--- src/hbc_defines.svh ---
`ifndef HBC_DEFINES_SVH
`define HBC_DEFINES_SVH
// Command codes
`define HBC_CMD_SCRATCH_RD 8'h28
`define HBC_CMD_SCRATCH_WR 8'hA8
`define HBC_CMD_SOFTRST_WR 8'hA9
`define HBC_CMD_ISOLEN_RD 8'h2A
`define HBC_CMD_ISOLEN_WR 8'hAA
`define HBC_CMD_ASYLEN_RD 8'h2B
`define HBC_CMD_ASYLEN_WR 8'hAB
// Direction bit of a command code, and the latch value before any command
`define HBC_CMD_WRITE_BIT 7
`define HBC_CMD_NONE 8'h00
// Register slots behind the command decoder
`define HBC_SLOT_COUNT 3
`define HBC_SLOT_SCRATCH 0
`define HBC_SLOT_ISO 1
`define HBC_SLOT_ASYNC 2
// Width of one data word on the command bus
`define HBC_WORD_BITS 16
// Soft reset key and reset values
`define HBC_RESET_KEY 16'h00F6
`define HBC_REG_RESET 16'h0000
// Buffer RAM total size in bytes
`define HBC_RAM_BYTES 17'h0_1000
`endif

--- src/hbc_pkg.sv ---
package hbc_pkg;
  typedef enum logic [2:0] {
    HBC_IDLE = 3'b001,
    HBC_WRITE = 3'b010,
    HBC_READ = 3'b100
  } hbc_state_t;
endpackage

--- src/hbc_word_reg.sv ---
`timescale 1ns/1ps
`include "hbc_defines.svh"
////////////////////////////////////////////////////////////////////////////////
// One 16-bit register with sync clear and load
module hbc_word_reg #(
  parameter int WIDTH = 16
) (
  input wire logic ref_clk,
  input wire logic rst_b,
  input wire logic clear,
  input wire logic load,
  input wire logic [WIDTH-1:0] din,
  output logic [WIDTH-1:0] q
);
  // Elaboration check; a zero-width word would vanish silently
  if (WIDTH < 1)
  begin
    $error("hbc_word_reg: WIDTH must be positive");
  end

  // Clear has priority so a soft reset never loses to a same-cycle load
  always_ff @(posedge ref_clk or negedge rst_b)
  begin
    if (!rst_b)
      q <= '0;
    else if (clear)
      q <= '0;
    else if (load)
      q <= din;
  end
endmodule

--- src/hbc_host_buffer_config_registers.sv ---
`timescale 1ns/1ps
`include "hbc_defines.svh"
// Functional notes
// - Scratch word: write A8, read 28, reset zero
// - Key F6 at A9 resets registers, not RAM
// - One iso length sizes both iso buffers
// - Iso length is byte count, resets zero
// - Async length: read 2B, write AB, zero
module hbc_host_buffer_config_registers #(
  parameter int DATA_W = 16
) (
  input wire logic ref_clk,
  input wire logic rst_b,
  input wire logic cmdStrobe,
  input wire logic [7:0] cmdCode,
  input wire logic dataWrStrobe,
  input wire logic [DATA_W-1:0] dataIn,
  input wire logic dataRdStrobe,
  output logic [DATA_W-1:0] dataOut,
  output logic dataValid,
  output logic softResetPulse,
  output logic [DATA_W-1:0] isoBufferFirstLen,
  output logic [DATA_W-1:0] isoBufferSecondLen,
  output logic [DATA_W-1:0] asyncBufferLen,
  output logic lengthOverflow
);
  ////////////////////////////////////////////////////////////////////////////
  // Elaboration checks; the command bus moves whole 16-bit words only
  if (DATA_W != `HBC_WORD_BITS)
  begin
    $error("hbc_host_buffer_config_registers: DATA_W must be 16");
  end
  // A short key constant would let a partial word fire the soft reset
  if ($bits(`HBC_RESET_KEY) != DATA_W)
  begin
    $error("hbc_host_buffer_config_registers: key width must match DATA_W");
  end
  // The budget compare below assumes the RAM size is one bit wider than a word
  if ($bits(`HBC_RAM_BYTES) != DATA_W + 1)
  begin
    $error("hbc_host_buffer_config_registers: RAM size width must be DATA_W plus one");
  end
  // The highest named slot, the async slot, must fall inside the slot array
  if (`HBC_SLOT_ASYNC >= `HBC_SLOT_COUNT)
  begin
    $error("hbc_host_buffer_config_registers: slot index out of range");
  end

  ////////////////////////////////////////////////////////////////////////////
  // Command latch: code written once, then data phase reads or writes
  hbc_pkg::hbc_state_t state;
  hbc_pkg::hbc_state_t next_state;
  logic [7:0] curCmd;

  // Bit 7 of a command code marks the write direction
  function automatic logic isWriteCode(input logic [7:0] code);
    isWriteCode = code[`HBC_CMD_WRITE_BIT];
  endfunction

  // Read and write codes of one register share a slot, so a single decoder
  // serves both the load enables and the read mux
  function automatic logic [`HBC_SLOT_COUNT-1:0] slotOf(input logic [7:0] code);
    slotOf = '0;
    if (code == `HBC_CMD_SCRATCH_RD || code == `HBC_CMD_SCRATCH_WR)
      slotOf[`HBC_SLOT_SCRATCH] = 1'b1;
    else if (code == `HBC_CMD_ISOLEN_RD || code == `HBC_CMD_ISOLEN_WR)
      slotOf[`HBC_SLOT_ISO] = 1'b1;
    else if (code == `HBC_CMD_ASYLEN_RD || code == `HBC_CMD_ASYLEN_WR)
      slotOf[`HBC_SLOT_ASYNC] = 1'b1;
  endfunction

  // Where a fresh command leads; a command strobe always wins over data
  hbc_pkg::hbc_state_t cmdTarget;
  assign cmdTarget = isWriteCode(cmdCode) ? hbc_pkg::HBC_WRITE : hbc_pkg::HBC_READ;

  // A write command waits for a data write; a read command for a data read
  always_comb
  begin
    // Hold unless a strobe moves the machine
    next_state = state;
    case (state)
      hbc_pkg::HBC_IDLE:
      begin
        if (cmdStrobe)
          next_state = cmdTarget;
      end
      hbc_pkg::HBC_WRITE:
      begin
        if (cmdStrobe)
          next_state = cmdTarget;
        else if (dataWrStrobe)
          next_state = hbc_pkg::HBC_IDLE; // One word per command
      end
      hbc_pkg::HBC_READ:
      begin
        if (cmdStrobe)
          next_state = cmdTarget;
        else if (dataRdStrobe)
          next_state = hbc_pkg::HBC_IDLE;
      end
      default:
      begin
        next_state = hbc_pkg::HBC_IDLE; // Recover from an illegal code
      end
    endcase
  end

  ////////////////////////////////////////////////////////////////////////////
  // State and command registers
  // Phase of the host transaction
  always_ff @(posedge ref_clk or negedge rst_b)
  begin
    if (!rst_b)
      state <= hbc_pkg::HBC_IDLE;
    else
      state <= next_state;
  end

  // Code latched on every command strobe, kept for the data phase
  always_ff @(posedge ref_clk or negedge rst_b)
  begin
    if (!rst_b)
      curCmd <= `HBC_CMD_NONE;
    else if (cmdStrobe)
      curCmd <= cmdCode;
  end

  ////////////////////////////////////////////////////////////////////////////
  // Write decode
  // Data strobes count only in the matching phase; a command strobe wins
  wire writeNow = (state == hbc_pkg::HBC_WRITE) && dataWrStrobe && !cmdStrobe;
  wire readNow = (state == hbc_pkg::HBC_READ) && dataRdStrobe && !cmdStrobe;
  // Decoded slot of the pending command, shared by load and read paths
  wire [`HBC_SLOT_COUNT-1:0] curSlot = slotOf(curCmd);
  wire [`HBC_SLOT_COUNT-1:0] slotLoad = curSlot & {`HBC_SLOT_COUNT{writeNow}};
  // Only the exact key fires; any other value is dropped silently
  // Full-word compare, so a stray upper byte can never reset the controller
  wire keyHit = writeNow && (curCmd == `HBC_CMD_SOFTRST_WR)
    && (dataIn == `HBC_RESET_KEY);

  // Soft reset pulse, one cycle, drives the rest of the controller too
  always_ff @(posedge ref_clk or negedge rst_b)
  begin
    if (!rst_b)
      softResetPulse <= 1'b0;
    else
      softResetPulse <= keyHit;
  end

  ////////////////////////////////////////////////////////////////////////////
  // Storage; the buffer RAM lives elsewhere
  // and is never touched by the key
  logic [DATA_W-1:0] scratchStore;
  logic [DATA_W-1:0] isoBufferLength;
  logic [DATA_W-1:0] asyncBufferLength;
  wire [DATA_W-1:0] slotQ [`HBC_SLOT_COUNT];

  // One word register per slot; the key clears them all in one cycle
  // Slot order follows the slot defines; add a slot there first
  for (genvar gi = 0; gi < `HBC_SLOT_COUNT; gi++)
  begin : gen_slot
    hbc_word_reg #(
      .WIDTH(DATA_W)
    ) hbc_word_reg_inst (
      .ref_clk(ref_clk),
      .rst_b(rst_b),
      .clear(keyHit),
      .load(slotLoad[gi]),
      .din(dataIn),
      .q(slotQ[gi])
    );
  end

  // Named views of the slots
  assign scratchStore = slotQ[`HBC_SLOT_SCRATCH];
  assign isoBufferLength = slotQ[`HBC_SLOT_ISO];
  assign asyncBufferLength = slotQ[`HBC_SLOT_ASYNC];

  // Both iso buffers share the one byte count
  assign isoBufferFirstLen = isoBufferLength;
  assign isoBufferSecondLen = isoBufferLength;
  assign asyncBufferLen = asyncBufferLength;

  // Lengths widened before the sum so a large pair can never wrap
  // past the limit and hide an over-subscribed RAM
  wire [DATA_W:0] isoTwice = {isoBufferLength, 1'b0};
  wire [DATA_W+1:0] asyncWide = {2'b00, asyncBufferLength};
  wire [DATA_W+1:0] totalBytes = {1'b0, isoTwice} + asyncWide;
  wire [DATA_W+1:0] ramLimit = {1'b0, `HBC_RAM_BYTES};
  // Hardware does not clamp; flag only, the driver owns the budget
  assign lengthOverflow = totalBytes > ramLimit;

  ////////////////////////////////////////////////////////////////////////////
  // Read mux; the reset key register has no read code and reads as zero
  // Unknown read codes answer zero but still pulse valid
  wire [DATA_W-1:0] readMux =
    curSlot[`HBC_SLOT_SCRATCH] ? scratchStore :
    curSlot[`HBC_SLOT_ISO] ? isoBufferLength :
    curSlot[`HBC_SLOT_ASYNC] ? asyncBufferLength :
    `HBC_REG_RESET;

  // Read answer: valid pulses one cycle, data holds until the next read
  always_ff @(posedge ref_clk or negedge rst_b)
  begin
    if (!rst_b)
    begin
      dataOut <= `HBC_REG_RESET; // Nothing readable yet
      dataValid <= 1'b0;
    end
    else
    begin
      dataValid <= readNow;
      if (readNow)
      begin
        dataOut <= readMux;
      end
    end
  end
endmodule

--- config.mk ---
export PLATFORM = sky130hd
export DESIGN_NAME = hbc_host_buffer_config_registers
export DESIGN_NICKNAME = d
export VERILOG_FILES = /design/src/hbc_pkg.sv /design/src/hbc_word_reg.sv /design/src/hbc_host_buffer_config_registers.sv
export VERILOG_INCLUDE_DIRS = /design/src
export SDC_FILE = /design/constraint.sdc
export NUM_CORES = 1
export LEC_CHECK = 0
export BUFFER_PORTS_ARGS = -buffer_cell sky130_fd_sc_hd__buf_2
export CAP_MARGIN = 20
export CELL_PAD_IN_SITES_DETAIL_PLACEMENT = 2
export CELL_PAD_IN_SITES_GLOBAL_PLACEMENT = 2
export CORE_ASPECT_RATIO = 1.2
export CORE_MARGIN = 3
export CORE_UTILIZATION = 31
export CTS_CLUSTER_DIAMETER = 50
export DETAILED_ROUTE_END_ITERATION = 10
export HOLD_SLACK_MARGIN = 0.12
export PLACE_DENSITY_LB_ADDON = 0.15
export SLEW_MARGIN = 20
export SYNTH_ARGS = -nofsm -noshare
export SYNTH_HDL_FRONTEND = slang
export SYNTH_HIERARCHICAL = 1
export SYNTH_SLANG_ARGS = --single-unit
--- constraint.sdc ---
create_clock -name ref_clk -period 3 [get_ports ref_clk]
set_input_delay 0.45 -clock ref_clk [delete_from_list [all_inputs] [get_ports ref_clk]]
set_output_delay 0.45 -clock ref_clk [all_outputs]
set_load 0.01 [all_outputs]
==> impl_results.md <==
* Status: complete, but fails checks
* Violated checks: negative setup slack
* First-pass GRT wire length at ~25000 µm
* RR Startpoint: curCmd[1]
* Critical Path Source Type: flop
* PnR worst setup slack at -0.639 ns
* Final period utilization at 121%
* Core ar. at 14000 µm²
* Input/output buffers at 95
* Largest family of logic cells by synthesized area: multiplexers
* Pwr Total at 0.00241 W
* Max-Cap Viols at 0
* Total grt overflow at 0
* Post-Syn Area at 4480 µm²
* Syn_area_per_cell at 10.1 µm²
* EDFF count, synth at 0
* Setup Buffers After CTS at 0
* Worst slew pin tran at just over 0.9 ns
* CP endpoint: lengthOverflow
* H-tree levels at 3
* Global placement routability congestion at 0.842
* CP peak stage delay at around 0.39 ns
* PwrDens at about 430 nW/µm²
* Post-Syn Nets at 490
* Largest area contributor in the netlist: dfrtp_1
* Vias in the first global route at between 4000 and 5000
* Final setup skew at roughly 0.010 ns
* Die Footprint at roughly 16000 µm²
* CTS Hold Bufs at 0
* Synth Flop Type: dfrtp_1
* Synth unique cells at 61
* Slowest cell on the critical path: dfrtp_1
* # rows at 47
* Share of the synthesized area in the top cell type at between 40% and 50%
* Die H at 138 µm
* CTS root buf: clkbuf_16
* Max-slew headroom at 38.8%
* Final TNS setup at -0.639 ns
* Worst-case reg-to-reg path depth at 6
* Reg clk slew, reported paths at 0.06 ns
* Fin. max-slew vios at 0
* Clock Latency Late Sink at 0.34 ns
* DR iter-0 viols at between 100 and 150
* Sw Share at 25.6%
* Clock group share of total power at 44.1%
* Sw power at 0.000617 W
* Most numerous cell in the Yosys netlist: dfrtp_1
* Static leakage at about 2.9 nW
* Syn-to-layout area delta at 26.4%
* Fraction of layout cells with a size suffix above 1 at 34.3%
* CP max FO at 3
* Fin Hold WS at 0.146 ns
* CTS tree: built
* Final #Nets at 614
* WP data required at ~2.6 ns
* Drt drc at 0
* Clock sinks at 77
* Dpl ws at -0.341 ns
* Cell-internal power at 0.00179 W
* Final HPWL DP at 11500 µm
* Vias at slightly below 4000
* Synth Area in Adders at 4.64%
* Die Wd at 116 µm
* Synth Area in XOR/XNOR at 0.782%
* Clock Path Buffers at 2
* WL/cell at around 21 µm
* Power share of the combinational group at 9.4%
* Yosys warning total at 6
* Flop2flop setup slack at 0.71 ns
* RSZ-0062 raised after global routing: true
* Tmin final at 3.64 ns
* Sequential Power Share at between 40% and 50%
* Simple-Gate Fraction of Synth Area at 12.6%
* Final setup fails at 1
* Top cells by area, synth: dfrtp_1 42%, mux2i_1 15%, nor2_1 5.4%
* CP Launch Point: gen_slot[2].hbc_word_reg_inst/q[1]
* Ant diodes at 0
* CP Capture Type: output pin
* Mux cell area share after synthesis at 16.8%
* Initial Util at 32.0%
* Fmax at 275 MHz
* Kind of critical path: flop to output pin
* Arr. time, crit path at 3.19 ns
* Min-delay worst type: primary input to async pin
* Vias/cell at 5.24
* I/O pin count at 96
* Seq/Total Area, Yosys at 43.1%
* Critical-path cell list: ha_2, fa_2, a211oi_4, o211ai_1, a221oi_2, buf_4, o21ai_4, a21o_1, a211oi_2, a21oi_1, a2111o_1, buf_2
* Critical R2R Capture: gen_slot[1].hbc_word_reg_inst/q[6]
* Commonest cells post-synth: 76 x dfrtp_1, 66 x mux2i_1, 64 x nor2_1
* Max VDD drop at 0.000235 V
* ANT nets after route at 0
* Yosys reg bits at 77
* Hold violation total from the final report at 0
* CTS Buf Count at 9
* Cell count after synthesis at 445
* Pre-Repair DR Iteration Count at 4
* Synth Area in Compound Gates at 14.1%
* Largest net degree at the start of global routing at 78
* Ys async rst share at 100%
* DRT Wirelength at 15700 µm
* Total Routing Usage GR at 20.6%
* Initial antenna violation count at 0
metal layers:
layer,vias up,GRT usage (%),wire [µm]
met4,0,7.41,251
met2,75,35.1,8050
met5,-,0,0
li1,1811,-,-
met1,2006,27.0,6970
met3,14,2.42,457
worst min-delay path by stage:
stage	startpoint	end	slack, ns	cells past startpoint
6_report	rst_b	gen_slot[0].hbc_word_reg_inst/q[13]	0.15	1
2_1_floorplan	rst_b	curCmd[0]	0.15	0
3_5_place_dp	dataOut[7]	dataOut[7]	0.49	1
5_1_grt	rst_b	gen_slot[0].hbc_word_reg_inst/q[13]	0.20	1
3_3_place_gp	curCmd[3]	curCmd[3]	0.48	1
4_1_cts	cmdCode[0]	curCmd[0]	0.31	3
flip-flops by register name, summed over array words and instances, names as in the netlist:
signal and cells:
gen_slot.hbc_word_reg_inst/q 48, softResetPulse 1, state 3, dataValid 1, dataOut 16, curCmd 8
cell families (layout without fill, tap and decap cells):
group | after synthesis | after routing
and+or+nand+nor | 127 | 127
AOI/OAI and AO/OA | 89 | 89
DFF | 77 | 77
muxes | 74 | 74
buffers and inverters | 58 | 187
adders and majority gates | 16 | 16
xor gates and xnor gates | 4 | 4
repair_timing:
action / in CTS / in global routing
hold endpoints to repair: 0 / 0
resized for setup: 2 / 4
pin swaps: 1 / 0
setup endpoints to repair: 1 / 1
power by group through the flow:
| stage | combinational (W) | sequential (W) | clock (W) |
|---|---|---|---|
| 2_1_floorplan | 0.000122 | 0.00112 | 0 |
| 3_3_place_gp | 0.000220 | 0.00113 | 0 |
| 3_5_place_dp | 0.000228 | 0.00114 | 0 |
| 4_1_cts | 0.000230 | 0.00112 | 0.00110 |
| 5_1_grt | 0.000252 | 0.00113 | 0.00113 |
| 6_report | 0.000226 | 0.00112 | 0.00106 |
critical path: cells and delay by family (launching register included):
| kind | cells | cell delay, ns |
|---|---|---|
| compound gates | 8 | 1.53 |
| buf+inv | 2 | 0.34 |
| flops | 1 | 0.39 |
| fa+ha+maj | 2 | 0.59 |
per-stage QoR:
step	instances	util, %	cell area [µm²]
floorplan	445	-	4480
global placement	729	38.1	5340
detailed placement	729	38.1	5340
CTS	745	40.3	5640
global route	745	40.4	5660
finish	745	40.4	5660
cell type report:
cell class / instances / area [µm²]
Clock buffer: 13 / 270
Multi-Input combinational cell: 310 / 2240
Timing Repair Buffer: 155 / 932
Sequential cell: 77 / 1930
Clock inverter: 3 / 18.8
Tap cell: 171 / 214
Fill cell: 1545 / 8340
Inverter: 16 / 60.1
placed cells by master, fill, tap and decap left out, types with 3 or more instances in the layout:
cell / count
nand3_1: 3
nor2_1: 64
o211ai_1: 3
clkbuf_16: 9
a22o_1: 16
mux2i_1: 66
ha_1: 14
dfrtp_1: 76
nand2_1: 28
clkbuf_8: 3
o21ai_0: 28
mux2_2: 7
a21oi_1: 12
nand4_1: 4
nor3_1: 5
inv_1: 14
buf_2: 94
and2_1: 3
xnor2_1: 3
nand2b_1: 5
buf_4: 60
(Power assumes the default switching activity.)
